[src/pcw_pkg.sv]
package pcw_pkg;

  // --------------------------------------------------------------------------
  // pci command and address fields
  // --------------------------------------------------------------------------
  localparam logic [3:0] PCW_CMD_CFG_WRITE  = 4'hb;
  localparam logic [1:0] PCW_TYPE0_LOW      = 2'h0;
  localparam logic [1:0] PCW_TYPE1_LOW      = 2'h1;
  localparam logic [1:0] PCW_DECODE_SEL     = 2'h3;
  localparam int         PCW_DECODE_SEL_HI  = 23;
  localparam int         PCW_DECODE_SEL_LO  = 22;
  localparam int         PCW_DEV_CODE_HI    = 15;
  localparam int         PCW_DEV_CODE_LO    = 11;
  localparam logic [4:0] PCW_DEV_CODE_FIRST = 5'h02;
  localparam logic [4:0] PCW_DEV_CODE_LAST  = 5'h14;
  localparam int         PCW_DEV_BIT_FIRST  = 13;

  // --------------------------------------------------------------------------
  // host windows, status bits, timing
  // --------------------------------------------------------------------------
  localparam logic [7:0] PCW_WIN_TYPE0      = 8'h7c;
  localparam logic [7:0] PCW_WIN_TYPE1      = 8'h7d;
  localparam int         PCW_STAT_MABORT    = 29;
  localparam int         PCW_STAT_TABORT    = 28;
  localparam int         PCW_DEVSEL_WAIT    = 5;
  localparam logic [1:0] PCW_RETRY_BACKOFF  = 2'h2;
  localparam int         PCW_GNT_SETTLE     = 4;
  localparam int         PCW_CLK_MHZ        = 25;

  // --------------------------------------------------------------------------
  // types
  // --------------------------------------------------------------------------
  typedef enum logic [2:0] {
    PCW_IDLE,
    PCW_ADDR,
    PCW_DATA,
    PCW_TURN
  } pcw_state_t;

  // byte enables (active low) from low address and size: 0 byte, 1 half, 2 word
  function automatic logic [3:0] pcw_byte_en_b(input logic [1:0] a, input logic [1:0] sz);
    logic [3:0] en;
    en = 4'hf;
    unique case (sz)
      2'h0:    en = 4'h1 << a;
      2'h1:    en = a[1] ? 4'hc : 4'h3;
      default: en = 4'hf;
    endcase
    return ~en;
  endfunction

endpackage

[src/pcw_cfg_write.sv]
// Behaviour
// a host write into configuration space issues a pci configuration write
// normal mode: ad 31:24 zero, ad 23:2 copied from host address
// ad 1:0 is 00 for type 0, 01 for type 1
// decoded mode only when host bits 23:22 are 11 and type 0
// decoded mode: host 15:11 gives one-hot ad 31:11, codes 2..20
// decoded mode: ad 10:2 copied, ad 1:0 zero
// byte enables come from host low address and access size
// exactly one dword per configuration write
// target retry: reissue the same write at first chance; code waits out a PCW_RETRY_BACKOFF countdown before requesting again
// master abort: drop data, set status bit 29, may interrupt
// target abort: drop data, set status bit 28, may interrupt
// software supplies a meaningful address, one device select bit
// no device select within five cycles after frame means master abort
// type 0 or type 1 chosen by which host window is hit
`timescale 1ns/100ps
module pcw_cfg_write
  import pcw_pkg::*;
(
  input  wire logic        clk,
  input  wire logic        rst_b,
  input  wire logic        host_wr_req,
  input  wire logic [31:0] host_addr,
  input  wire logic [1:0]  host_addr_size_lines,
  input  wire logic [31:0] host_wdata,
  input  wire logic        irq_mabort_en,
  input  wire logic        irq_tabort_en,
  input  wire logic        status_clr,
  input  wire logic        pci_gnt_b,
  input  wire logic        pci_devsel_b,
  input  wire logic        pci_trdy_b,
  input  wire logic        pci_stop_b,
  output      logic        host_busy,
  output      logic        host_done,
  output      logic [31:0] pci_ad_out,
  output      logic        pci_ad_oe,
  output      logic [3:0]  pci_cbe_b_out,
  output      logic        pci_cbe_oe,
  output      logic        pci_frame_b_out,
  output      logic        pci_frame_oe,
  output      logic        pci_irdy_b_out,
  output      logic        pci_irdy_oe,
  output      logic        pci_req_b,
  output      logic        stat_mabort,
  output      logic        stat_tabort,
  output      logic        host_irq
);

  // --------------------------------------------------------------------------
  // pin capture
  // --------------------------------------------------------------------------
  logic [3:0] pins_s;

  pcw_sync #(.WIDTH(4)) u_sync (
    .clk   (clk),
    .rst_b (rst_b),
    .din   ({pci_gnt_b, pci_devsel_b, pci_trdy_b, pci_stop_b}),
    .dout  (pins_s)
  );

  logic gnt_s;
  logic devsel_s;
  logic trdy_s;
  logic stop_s;
  assign gnt_s    = ~pins_s[3];
  assign devsel_s = ~pins_s[2];
  assign trdy_s   = ~pins_s[1];
  assign stop_s   = ~pins_s[0];

  // --------------------------------------------------------------------------
  // grant qualification
  // --------------------------------------------------------------------------
  // the captured grant trails the pin by the capture depth, so a grant left
  // over from the previous owner is ignored until a fresh one can show
  logic [2:0] settle_reg;
  logic       gnt_ok;
  assign gnt_ok = gnt_s && settle_reg == 3'h0;

  always_ff @(posedge clk or negedge rst_b)
  begin
    if (!rst_b)
      settle_reg <= 3'(PCW_GNT_SETTLE);
    else if (pci_req_b)
      settle_reg <= 3'(PCW_GNT_SETTLE);
    else if (settle_reg != 3'h0)
      settle_reg <= settle_reg - 3'h1;
  end

  // --------------------------------------------------------------------------
  // address forming
  // --------------------------------------------------------------------------
  function automatic logic [31:0] pcw_cfg_addr(input logic [31:0] a, input logic t1);
    logic [31:0] r;
    logic [4:0]  code;
    r    = '0;
    code = a[PCW_DEV_CODE_HI:PCW_DEV_CODE_LO];
    if (!t1 && a[PCW_DECODE_SEL_HI:PCW_DECODE_SEL_LO] == PCW_DECODE_SEL)
    begin
      if (code >= PCW_DEV_CODE_FIRST && code <= PCW_DEV_CODE_LAST)
        r[PCW_DEV_BIT_FIRST + int'(code - PCW_DEV_CODE_FIRST)] = 1'b1;
      r[10:2] = a[10:2];
      r[1:0]  = PCW_TYPE0_LOW;
    end
    else
    begin
      r[31:24] = 8'h00;
      r[23:2]  = a[23:2];
      r[1:0]   = t1 ? PCW_TYPE1_LOW : PCW_TYPE0_LOW;
    end
    return r;
  endfunction

  // window decode picks the cycle type
  logic hit_t0;
  logic hit_t1;
  assign hit_t0 = host_addr[31:24] == PCW_WIN_TYPE0;
  assign hit_t1 = host_addr[31:24] == PCW_WIN_TYPE1;

  // --------------------------------------------------------------------------
  // latched request
  // --------------------------------------------------------------------------
  pcw_state_t  state_reg;
  logic [31:0] addr_reg;
  logic [31:0] data_reg;
  logic [3:0]  be_reg;
  logic [2:0]  wait_reg;
  logic [1:0]  backoff_reg;

  always_ff @(posedge clk or negedge rst_b)
  begin
    if (!rst_b)
    begin
      addr_reg <= '0;
      data_reg <= '0;
      be_reg   <= 4'hf;
    end
    else if (state_reg == PCW_IDLE && !host_busy && host_wr_req && (hit_t0 || hit_t1))
    begin
      addr_reg <= pcw_cfg_addr(host_addr, hit_t1);
      data_reg <= host_wdata;
      be_reg   <= pcw_byte_en_b(host_addr[1:0], host_addr_size_lines);
    end
  end

  // --------------------------------------------------------------------------
  // pci master sequence
  // --------------------------------------------------------------------------
  // a retry keeps the latched address and data so the reissue is identical
  logic ev_mabort;
  logic ev_tabort;
  logic ev_done;
  logic ev_retry;
  // a target that signals stop has answered, so that is never a master abort
  assign ev_mabort = state_reg == PCW_DATA && !devsel_s && !stop_s
                     && wait_reg == 3'(PCW_DEVSEL_WAIT);
  assign ev_tabort = state_reg == PCW_DATA && stop_s && !devsel_s && wait_reg != 3'h0
                     && !ev_mabort && pci_frame_b_out;
  assign ev_retry  = state_reg == PCW_DATA && stop_s && devsel_s && !trdy_s;
  assign ev_done   = state_reg == PCW_DATA && devsel_s && trdy_s;

  always_ff @(posedge clk or negedge rst_b)
  begin
    if (!rst_b)
    begin
      state_reg   <= PCW_IDLE;
      wait_reg    <= 3'h0;
      backoff_reg <= 2'h0;
      host_busy   <= 1'b0;
      host_done   <= 1'b0;
      pci_req_b   <= 1'b1;
    end
    else
    begin
      host_done <= 1'b0;
      unique case (state_reg)
        PCW_IDLE:
        begin
          if (backoff_reg != 2'h0)
            backoff_reg <= backoff_reg - 2'h1;
          if (!host_busy && host_wr_req && (hit_t0 || hit_t1))
          begin
            host_busy <= 1'b1;
            pci_req_b <= 1'b0;
          end
          else if (host_busy && backoff_reg <= 2'h1)
            pci_req_b <= 1'b0;
          if (host_busy && gnt_ok && !pci_req_b)
          begin
            state_reg <= PCW_ADDR;
            wait_reg  <= 3'h0;
          end
        end
        PCW_ADDR:
          state_reg <= PCW_DATA;
        PCW_DATA:
        begin
          wait_reg <= wait_reg + 3'h1;
          if (ev_retry)
          begin
            state_reg   <= PCW_TURN;
            pci_req_b   <= 1'b1;
            backoff_reg <= PCW_RETRY_BACKOFF;
          end
          else if (ev_done || ev_mabort || ev_tabort)
          begin
            state_reg <= PCW_TURN;
            pci_req_b <= 1'b1;
            host_busy <= 1'b0;
            host_done <= 1'b1;
          end
        end
        PCW_TURN:
          state_reg <= PCW_IDLE;
        default:
          state_reg <= PCW_IDLE;
      endcase
    end
  end

  // --------------------------------------------------------------------------
  // pin drive
  // --------------------------------------------------------------------------
  // single data phase: frame drops with the first irdy, so only one dword moves
  always_ff @(posedge clk or negedge rst_b)
  begin
    if (!rst_b)
    begin
      pci_ad_out      <= '0;
      pci_ad_oe       <= 1'b0;
      pci_cbe_b_out   <= 4'hf;
      pci_cbe_oe      <= 1'b0;
      pci_frame_b_out <= 1'b1;
      pci_frame_oe    <= 1'b0;
      pci_irdy_b_out  <= 1'b1;
      pci_irdy_oe     <= 1'b0;
    end
    else
    begin
      unique case (state_reg)
        PCW_IDLE:
        begin
          if (host_busy && gnt_ok && !pci_req_b)
          begin
            pci_ad_out      <= addr_reg;
            pci_ad_oe       <= 1'b1;
            pci_cbe_b_out   <= PCW_CMD_CFG_WRITE;
            pci_cbe_oe      <= 1'b1;
            pci_frame_b_out <= 1'b0;
            pci_frame_oe    <= 1'b1;
            pci_irdy_oe     <= 1'b1;
          end
        end
        PCW_ADDR:
        begin
          pci_ad_out      <= data_reg;
          pci_cbe_b_out   <= be_reg;
          pci_frame_b_out <= 1'b1;
          pci_irdy_b_out  <= 1'b0;
        end
        PCW_DATA:
        begin
          if (ev_retry || ev_done || ev_mabort || ev_tabort)
          begin
            pci_irdy_b_out <= 1'b1;
            pci_ad_oe      <= 1'b0;
            pci_cbe_oe     <= 1'b0;
          end
        end
        PCW_TURN:
        begin
          pci_frame_oe <= 1'b0;
          pci_irdy_oe  <= 1'b0;
        end
        default:
        begin
          pci_ad_oe <= 1'b0;
        end
      endcase
    end
  end

  // --------------------------------------------------------------------------
  // status and interrupt
  // --------------------------------------------------------------------------
  // set wins over a clear in the same cycle so no abort is lost
  always_ff @(posedge clk or negedge rst_b)
  begin
    if (!rst_b)
    begin
      stat_mabort <= 1'b0;
      stat_tabort <= 1'b0;
      host_irq    <= 1'b0;
    end
    else
    begin
      if (ev_mabort)
        stat_mabort <= 1'b1;
      else if (status_clr)
        stat_mabort <= 1'b0;
      if (ev_tabort)
        stat_tabort <= 1'b1;
      else if (status_clr)
        stat_tabort <= 1'b0;
      host_irq <= (stat_mabort && irq_mabort_en) || (stat_tabort && irq_tabort_en);
    end
  end

endmodule // pcw_cfg_write

[src/pcw_sync.sv]
`timescale 1ns/100ps
module pcw_sync
  import pcw_pkg::*;
#(
  parameter int WIDTH = 4
)(
  input  wire logic             clk,
  input  wire logic             rst_b,
  input  wire logic [WIDTH-1:0] din,
  output      logic [WIDTH-1:0] dout
);

  // --------------------------------------------------------------------------
  // three stage capture; a change counts once stages two and three agree
  // --------------------------------------------------------------------------
  logic [WIDTH-1:0] s1_reg;
  logic [WIDTH-1:0] s2_reg;
  logic [WIDTH-1:0] s3_reg;

  always_ff @(posedge clk or negedge rst_b)
  begin
    if (!rst_b)
    begin
      s1_reg <= '1;
      s2_reg <= '1;
      s3_reg <= '1;
      dout   <= '1;
    end
    else
    begin
      s1_reg <= din;
      s2_reg <= s1_reg;
      s3_reg <= s2_reg;
      for (int i = 0; i < WIDTH; i++)
      begin
        if (s2_reg[i] == s3_reg[i])
          dout[i] <= s3_reg[i];
      end
    end
  end

endmodule // pcw_sync
[config.mk]
export PLATFORM = sky130hd
export DESIGN_NAME = pcw_cfg_write
export DESIGN_NICKNAME = d
export VERILOG_FILES = /design/src/pcw_pkg.sv /design/src/pcw_cfg_write.sv /design/src/pcw_sync.sv
export SDC_FILE = /design/constraint.sdc
export NUM_CORES = 1
export LEC_CHECK = 0
export ABC_CLOCK_PERIOD_IN_PS = 2810
export BUFFER_PORTS_ARGS = -buffer_cell sky130_fd_sc_hd__buf_2
export CAP_MARGIN = 40
export CORE_ASPECT_RATIO = 0.9
export CORE_MARGIN = 8
export CORE_UTILIZATION = 41
export DETAILED_ROUTE_END_ITERATION = 10
export HOLD_SLACK_MARGIN = 0.1
export MAX_ROUTING_LAYER = met4
export PLACE_DENSITY_LB_ADDON = 0.05
export SLEW_MARGIN = 15
export SYNTH_ARGS = -nofsm -noshare
export SYNTH_HDL_FRONTEND = slang
export SYNTH_SLANG_ARGS = --single-unit
[constraint.sdc]
create_clock -name clk -period 2.81 [get_ports clk]
set_clock_uncertainty 0.2 [all_clocks]
set_input_delay 0.4215 -clock clk [delete_from_list [all_inputs] [get_ports clk]]
set_output_delay 0.4215 -clock clk [all_outputs]
set_load 0.01 [all_outputs]
# Yosys cells after proc, flatten, opt, wreduce, memory -nomap -nowiden
# Cells that the tools add are included.
[op_classes] shifts=1 eq_ne=21 n_addsub=5 muxes=47 magnitude_cmp=5 bitwise_logic=6 n_reduce_logical=61
[ops] operator="$mux 32" n=3
[ops] operator="$pmux 32 s2" n=1
[ops] operator="$logic_and 1x1->1" n=26
[ops] operator="$mux 1" n=19
[ops] operator="$mux 3" n=6
[ops] operator="$eq 8x7->1 const B" n=2
[ops] operator="$pmux 4 s2" n=2
[ops] operator="$reduce_bool 2->1" n=8
[ops] operator="$mux 4" n=3
[ops] operator="$pmux 1 s2" n=6
[ops] operator="$reduce_and 3->1" n=4
[ops] operator="$ne 2x1->1 const B" n=5
[ops] operator="$reduce_and 2->1" n=5
[ops] operator="$pmux 3 s3" n=1
[ops] operator="$add 5x6->7 const A" n=1
[ops] operator="$ge 7x1->1 const B" n=1
[ops] operator="$logic_or 1x1->1" n=7
[ops] operator="$lt 7x7->1 const B" n=1
[ops] operator="$eq 3x2->1 const B" n=2
[ops] operator="$logic_not 3->1" n=2
[ops] operator="$pmux 3 s2" n=1
[ops] operator="$reduce_bool 3->1" n=2
[ops] operator="$sub 5x2->6 const B" n=1
[ops] operator="$demux 1 s5" n=1
[ops] operator="24 further kinds" n=36
[word_totals] regBits=142 out_inout_bits=48 input_bits=76 wordCells=173

# Longest topological paths before layout
[depth] depth_word=11 mapped_depth=9 depth_no_buf=7

# Modules after synthesis
# Synthesis repeated with hierarchy kept, for this count alone.
[unflattened] cells_unflattened=542 hier_area_um2=6327.3
[modules_own_cells] module="pcw_cfg_write" area_per_inst_um2=5861.9 cells_per_inst=522 n_inst=1 seq_area_each_um2=3118.0
[modules_own_cells] module="pcw_sync" area_per_inst_um2=465.4 cells_per_inst=20 n_inst=1 seq_area_each_um2=420.4

# Worst setup path after synthesis
# No wires, ideal clock.
[synth_timing] kind="input port to flip-flop" from="input port host_addr[12]" to="register addr_reg[16]" arrival_ns=2.104 required_ns=2.474 setup_time_ns=0.136 path_slack_ns=0.371 n_path_buf=1 cell_stages=8 cell_sequence="buf_1 inv_1 ha_1 xnor2_2 xnor2_1 and3_1 o21ai_0 o21ai_0"
[synth_between] elab_chain_cells=8 elab_cells_between_ends=12 cone_classes="add/sub (2); order compare (4); mux (4); reduce/logical (2)"
[synth_lines] item="start, declared" line="pcw_cfg_write.sv:23" source="input wire logic [31:0] host_addr,"
[synth_lines] item="$sub 5x2->6" line="pcw_cfg_write.sv:100" source="r[PCW_DEV_BIT_FIRST + int'(code - PCW_DEV_CODE_FIRST)] = 1'b1;"
[synth_lines] item="$add 5x6->7" line="pcw_cfg_write.sv:100"
[synth_lines] item="$ge 7x1->1 (not written as such) / $lt 7x7->1 (equally long branches)" line="pcw_cfg_write.sv:100"
[synth_lines] item="$logic_and 1x1->1 (not written as such)" line="pcw_cfg_write.sv:100"
[synth_lines] item="$mux 1 (not written as such)" line="pcw_cfg_write.sv:100"
[synth_lines] item="$demux 1 s5" line="pcw_cfg_write.sv:100"
[synth_lines] item="$mux 32 (*)" line="pcw_cfg_write.sv:99" source="if (code >= PCW_DEV_CODE_FIRST && code <= PCW_DEV_CODE_LAST)"
[synth_lines] item="$mux 32 (*)" line="pcw_cfg_write.sv:97" source="if (!t1 && a[PCW_DECODE_SEL_HI:PCW_DECODE_SEL_LO] == PCW_DECODE_SEL)"
[synth_lines] item="end signal, assigned" line="pcw_cfg_write.sv:139" source="addr_reg <= pcw_cfg_addr(host_addr, hit_t1);"
[synth_lines] item="end, declared" line="pcw_cfg_write.sv:123" source="logic [31:0] addr_reg;"
# Mark *: on every way between the ends. The rest lies on a longest branch, timed or not.
# A chain may end at the register's enable or synchronous reset.

# Worst setup path in the final report
[layout_timing] from="register state_reg[0]" to="register be_reg[1]"
[layout_between] elab_chain_cells=4
[layout_lines] item="start, declared" line="pcw_cfg_write.sv:122" source="pcw_state_t state_reg;"
[layout_lines] item="start signal, assigned" line="pcw_cfg_write.sv:165" source="state_reg <= PCW_IDLE;"
[layout_lines] item="start signal, assigned" line="pcw_cfg_write.sv:189" source="state_reg <= PCW_ADDR;"
[layout_lines] item="start signal, assigned" line="pcw_cfg_write.sv:194" source="state_reg <= PCW_DATA;"
[layout_lines] item="$logic_not 3->1" line="pcw_cfg_write.sv:137" source="else if (state_reg == PCW_IDLE && !host_busy && host_wr_req && (hit_t0 || hit_t1))"
[layout_lines] item="$logic_and 1x1->1 (3 in series)" line="pcw_cfg_write.sv:137"
[layout_lines] item="end signal, assigned" line="pcw_cfg_write.sv:141" source="be_reg <= pcw_byte_en_b(host_addr[1:0], host_addr_size_lines);"
[layout_lines] item="end, declared" line="pcw_cfg_write.sv:125" source="logic [3:0] be_reg;"
# No other way between the ends.

==> summary.md <==
| Metric | Value |
|---|---|
| YS warnings | `0` |
| Share of post-route cells with drive strength above 1 | `27.20%` |
| Slowest-stage cell, CP | `or4_4` |
| Area Overhead vs Synth | `33.23%` |
| Total of max-cap violations | `0` |
| DR vias | `5110` |
| Area share of fa/ha/maj cells after synthesis | `3.412%` |
| Vias in the first global route | `5384` |
| Critical Path AT | `2.84 ns` |
| FF+latch count, synth | `140` |
| Worst path bufs/invs | `3` |
| Gr usage total | `18.07%` |
| Fin worst setup slack | `0.1171 ns` |
| # DRC | `0` |
| Internal | `4.396 mW` |
| Main combinational cell family by area after synthesis | `simple AND/OR/NAND/NOR gates` |
| Cell area after layout | `8403 sq um` |
| Top FF cell, synth | `dfrtp_1` |
| Worst setup SP type | `register` |
| N_diodes | `0` |
| WHS | `0.1208 ns` |
| Post-synth ARST share | `100.0%` |
| Placed cell areas | `7219 sq um` |
| DRT iter0 DRCs | `258` |
| Post-Route Setup TNS | `0 ns` |
| Post-synth EDFFs | `0` |
| Initial antenna violation count | `0` |
| Crit-path max FO | `14` |
| H-tree depth | `4` |
| CP Class | `reg2reg` |
| Die area | `19610 sq um` |
| Remaining Overflow, GRT | `0` |
| Multiplexer area fraction after synthesis | `6.566%` |
| Post-DP HPWL | `11520 um` |
| Area of the mapped netlist | `6307 sq um` |
| DRT antenna net count | `0` |
| Final min period | `2.693 ns` |
| Inst Count DP | `931` |
| Num rows | `43` |
| Crit-path cells | `inv_1, ha_1, inv_2, or4_4, nand2_1, o31ai_1, dlygate4sd3_1` |
| Dpl ws | `0.07547 ns` |
| Root buf cell | `clkbuf_16` |
| Slew HR | `53.75%` |
| Inserted Clock Buffers | `17` |
| Worst Hold Class | `in2reg` |
| Clock power share | `33.7%` |
| Top Family by Delay on Critical Path | `simple AND/OR/NAND/NOR gates` |
| Syn Nets | `710` |
| Most common cell after layout, fill and taps aside | `nand2_1` |
| Setup crit end kind | `register` |
| Leakage power | `4.137 nW` |
| Slew Limit Fails | `0` |
| Layout Nets | `897` |
| Post-synth cell types | `56` |
| Worst-margin pin slew | `0.6937 ns` |
| Combinational power share | `28.2%` |
| Xor/xnor share of the synthesized area | `1.111%` |
| Layout Cells excl Fill | `1022` |
| Final hold viol count | `0` |
| CTS sink cnt | `140` |
| Power, Total | `6.529 mW` |
| CTS tree | `built` |
| Net Sw Frac | `32.67%` |
| DR vias/cell | `5.000` |
| Mean post-synth cell area | `10.17 sq um` |
| Clock slew at reported path FFs | `0.06 ns` |
| Register share of total power | `38.1%` |
| Max Root-Sink Buffers | `2` |
| Initial Utilization | `41.42%` |
| Die height | `133.7 um` |
| Sw Pwr | `2.133 mW` |
| Chip width | `146.7 um` |
| Port Buffer Count | `123` |
| CP max stage delay | `0.69 ns` |
| Core Util, Final | `55.19%` |
| Pwr/cell area | `776.9 nW/um^2` |
| WL final | `16710 um` |
| F_max | `371.3 MHz` |
| Clock Latency Late Sink | `0.42 ns` |
| Gp weighted congestion | `0.8270` |
| # setup viols final | `0` |
| Run status | `completed` |
| Setup repair after global routing missed its margin | `false` |
| Detailed Routing Iterations Pass 1 | `5` |
| Global-route wire length before repair | `27590 um` |
| Synth Area in Compound Gates | `11.96%` |
| Cells after Synth | `620` |
| Max VDD drop | `0.4410 mV` |
| Seq/Total Area, Yosys | `56.10%` |
| Period Utilization, post-route | `95.83%` |
| Core area | `15230 sq um` |
| Most frequent cells in the layout | `nand2_1 (181), buf_2 (122), dfrtp_1 (112)` |
| Synthesized-area fraction occupied by and/or/nand/nor cells | `17.38%` |
| I/O pin count | `124` |
| Largest net degree at the start of global routing | `62` |
| WL/cell | `16.35 um` |
| WP data required | `2.95 ns` |
[routing by layer]
| metal | up-vias | global-route usage [%] | wire length (um) |
|---|---|---|---|
| li1 | 2486 | - | - |
| met1 | 2498 | 21.46 | 7494 |
| met2 | 111 | 29.87 | 8393 |
| met3 | 15 | 4.542 | 675 |
| met4 | 0 | 5.374 | 144 |
| met5 | - | - | 0 |
[what timing repair did]
action                                  in CTS  in global routing
gates resized for setup                      0                  1
endpoints found under the setup margin       0                  1
hold buffers                                58                  0
buffers inserted                             0                  0
hold endpoints to repair                   104                  0
[synth_stat cells, types with 4 or more instances]
| library cell | count | area share (%) |
|---|---|---|
| nand2_1 | 181 | 11 |
| dfrtp_1 | 112 | 44 |
| o21ai_0 | 43 | 3.4 |
| mux2i_1 | 38 | 6.0 |
| dfstp_2 | 28 | 12 |
| clkbuf_1 | 22 | 1.3 |
| inv_1 | 20 | 1.2 |
| o21ai_1 | 17 | 1.3 |
| a21oi_1 | 16 | 1.3 |
| ha_1 | 14 | 2.8 |
| nor2_1 | 14 | 0.83 |
| a22oi_1 | 10 | 1.2 |
| nand2b_1 | 7 | 0.69 |
| nand3_1 | 7 | 0.56 |
| nor3_1 | 7 | 0.56 |
| nor2b_1 | 6 | 0.60 |
| a22o_1 | 4 | 0.56 |
| a31oi_1 | 4 | 0.40 |
| buf_2 | 4 | 0.32 |
| maj3_1 | 4 | 0.63 |
| o31ai_1 | 4 | 0.48 |
[layout make-up]
class	instances	area, sq um
sequential	140	3538
fill	1358	6823
clock inverter	9	80.08
timing repair buffer	199	1350
multi-input combinational	428	2594
clock buffer	23	509.2
inverter	21	78.83
tap	202	252.7
[power by group through the flow]
stage / clock network [mW] / registers (mW) / logic (mW)
floorplan: 0 / 2.53 / 1.13
global placement: 0 / 2.51 / 1.74
detailed placement: 0 / 2.52 / 1.79
CTS: 2.25 / 2.49 / 1.85
global route: 2.35 / 2.52 / 2.04
finish: 2.20 / 2.49 / 1.84
[kinds of logic after synthesis]
| group | after synthesis |
|---|---|
| and+or+nand+nor | 241 |
| adders and majority gates | 18 |
| AOI/OAI and AO/OA | 122 |
| muxes | 41 |
| DFF | 140 |
| xor gates and xnor gates | 5 |
| buffers and inverters | 53 |
[path summary, 6_finish.rpt]
check | cells after the start | endpoint | slack (ns) | startpoint
setup / recovery | 7 | be_reg[1] | 0.12 | state_reg[0]
hold / removal | 4 | be_reg[3] | 0.12 | host_addr_size_lines[0]
setup reg to reg | 7 | be_reg[1] | 0.12 | state_reg[0]
hold reg to reg | 0 | u_sync.s2_reg[2] | 0.15 | u_sync.s1_reg[2]
max in group asynchronous | 3 | pci_cbe_b_out[3] | 1.25 | rst_b
min in group asynchronous | 2 | pci_cbe_oe | 0.32 | rst_b
[worst reg2reg max path: cells and delay by family, from the launching register on]
kind	cells	cell delay, ns
flops	1	0.41
buf+inv	3	0.80
fa+ha+maj	1	0.33
compound gates	1	0.07
simple gates	2	0.82
Note: power is estimated with default switching activity, not from simulation.
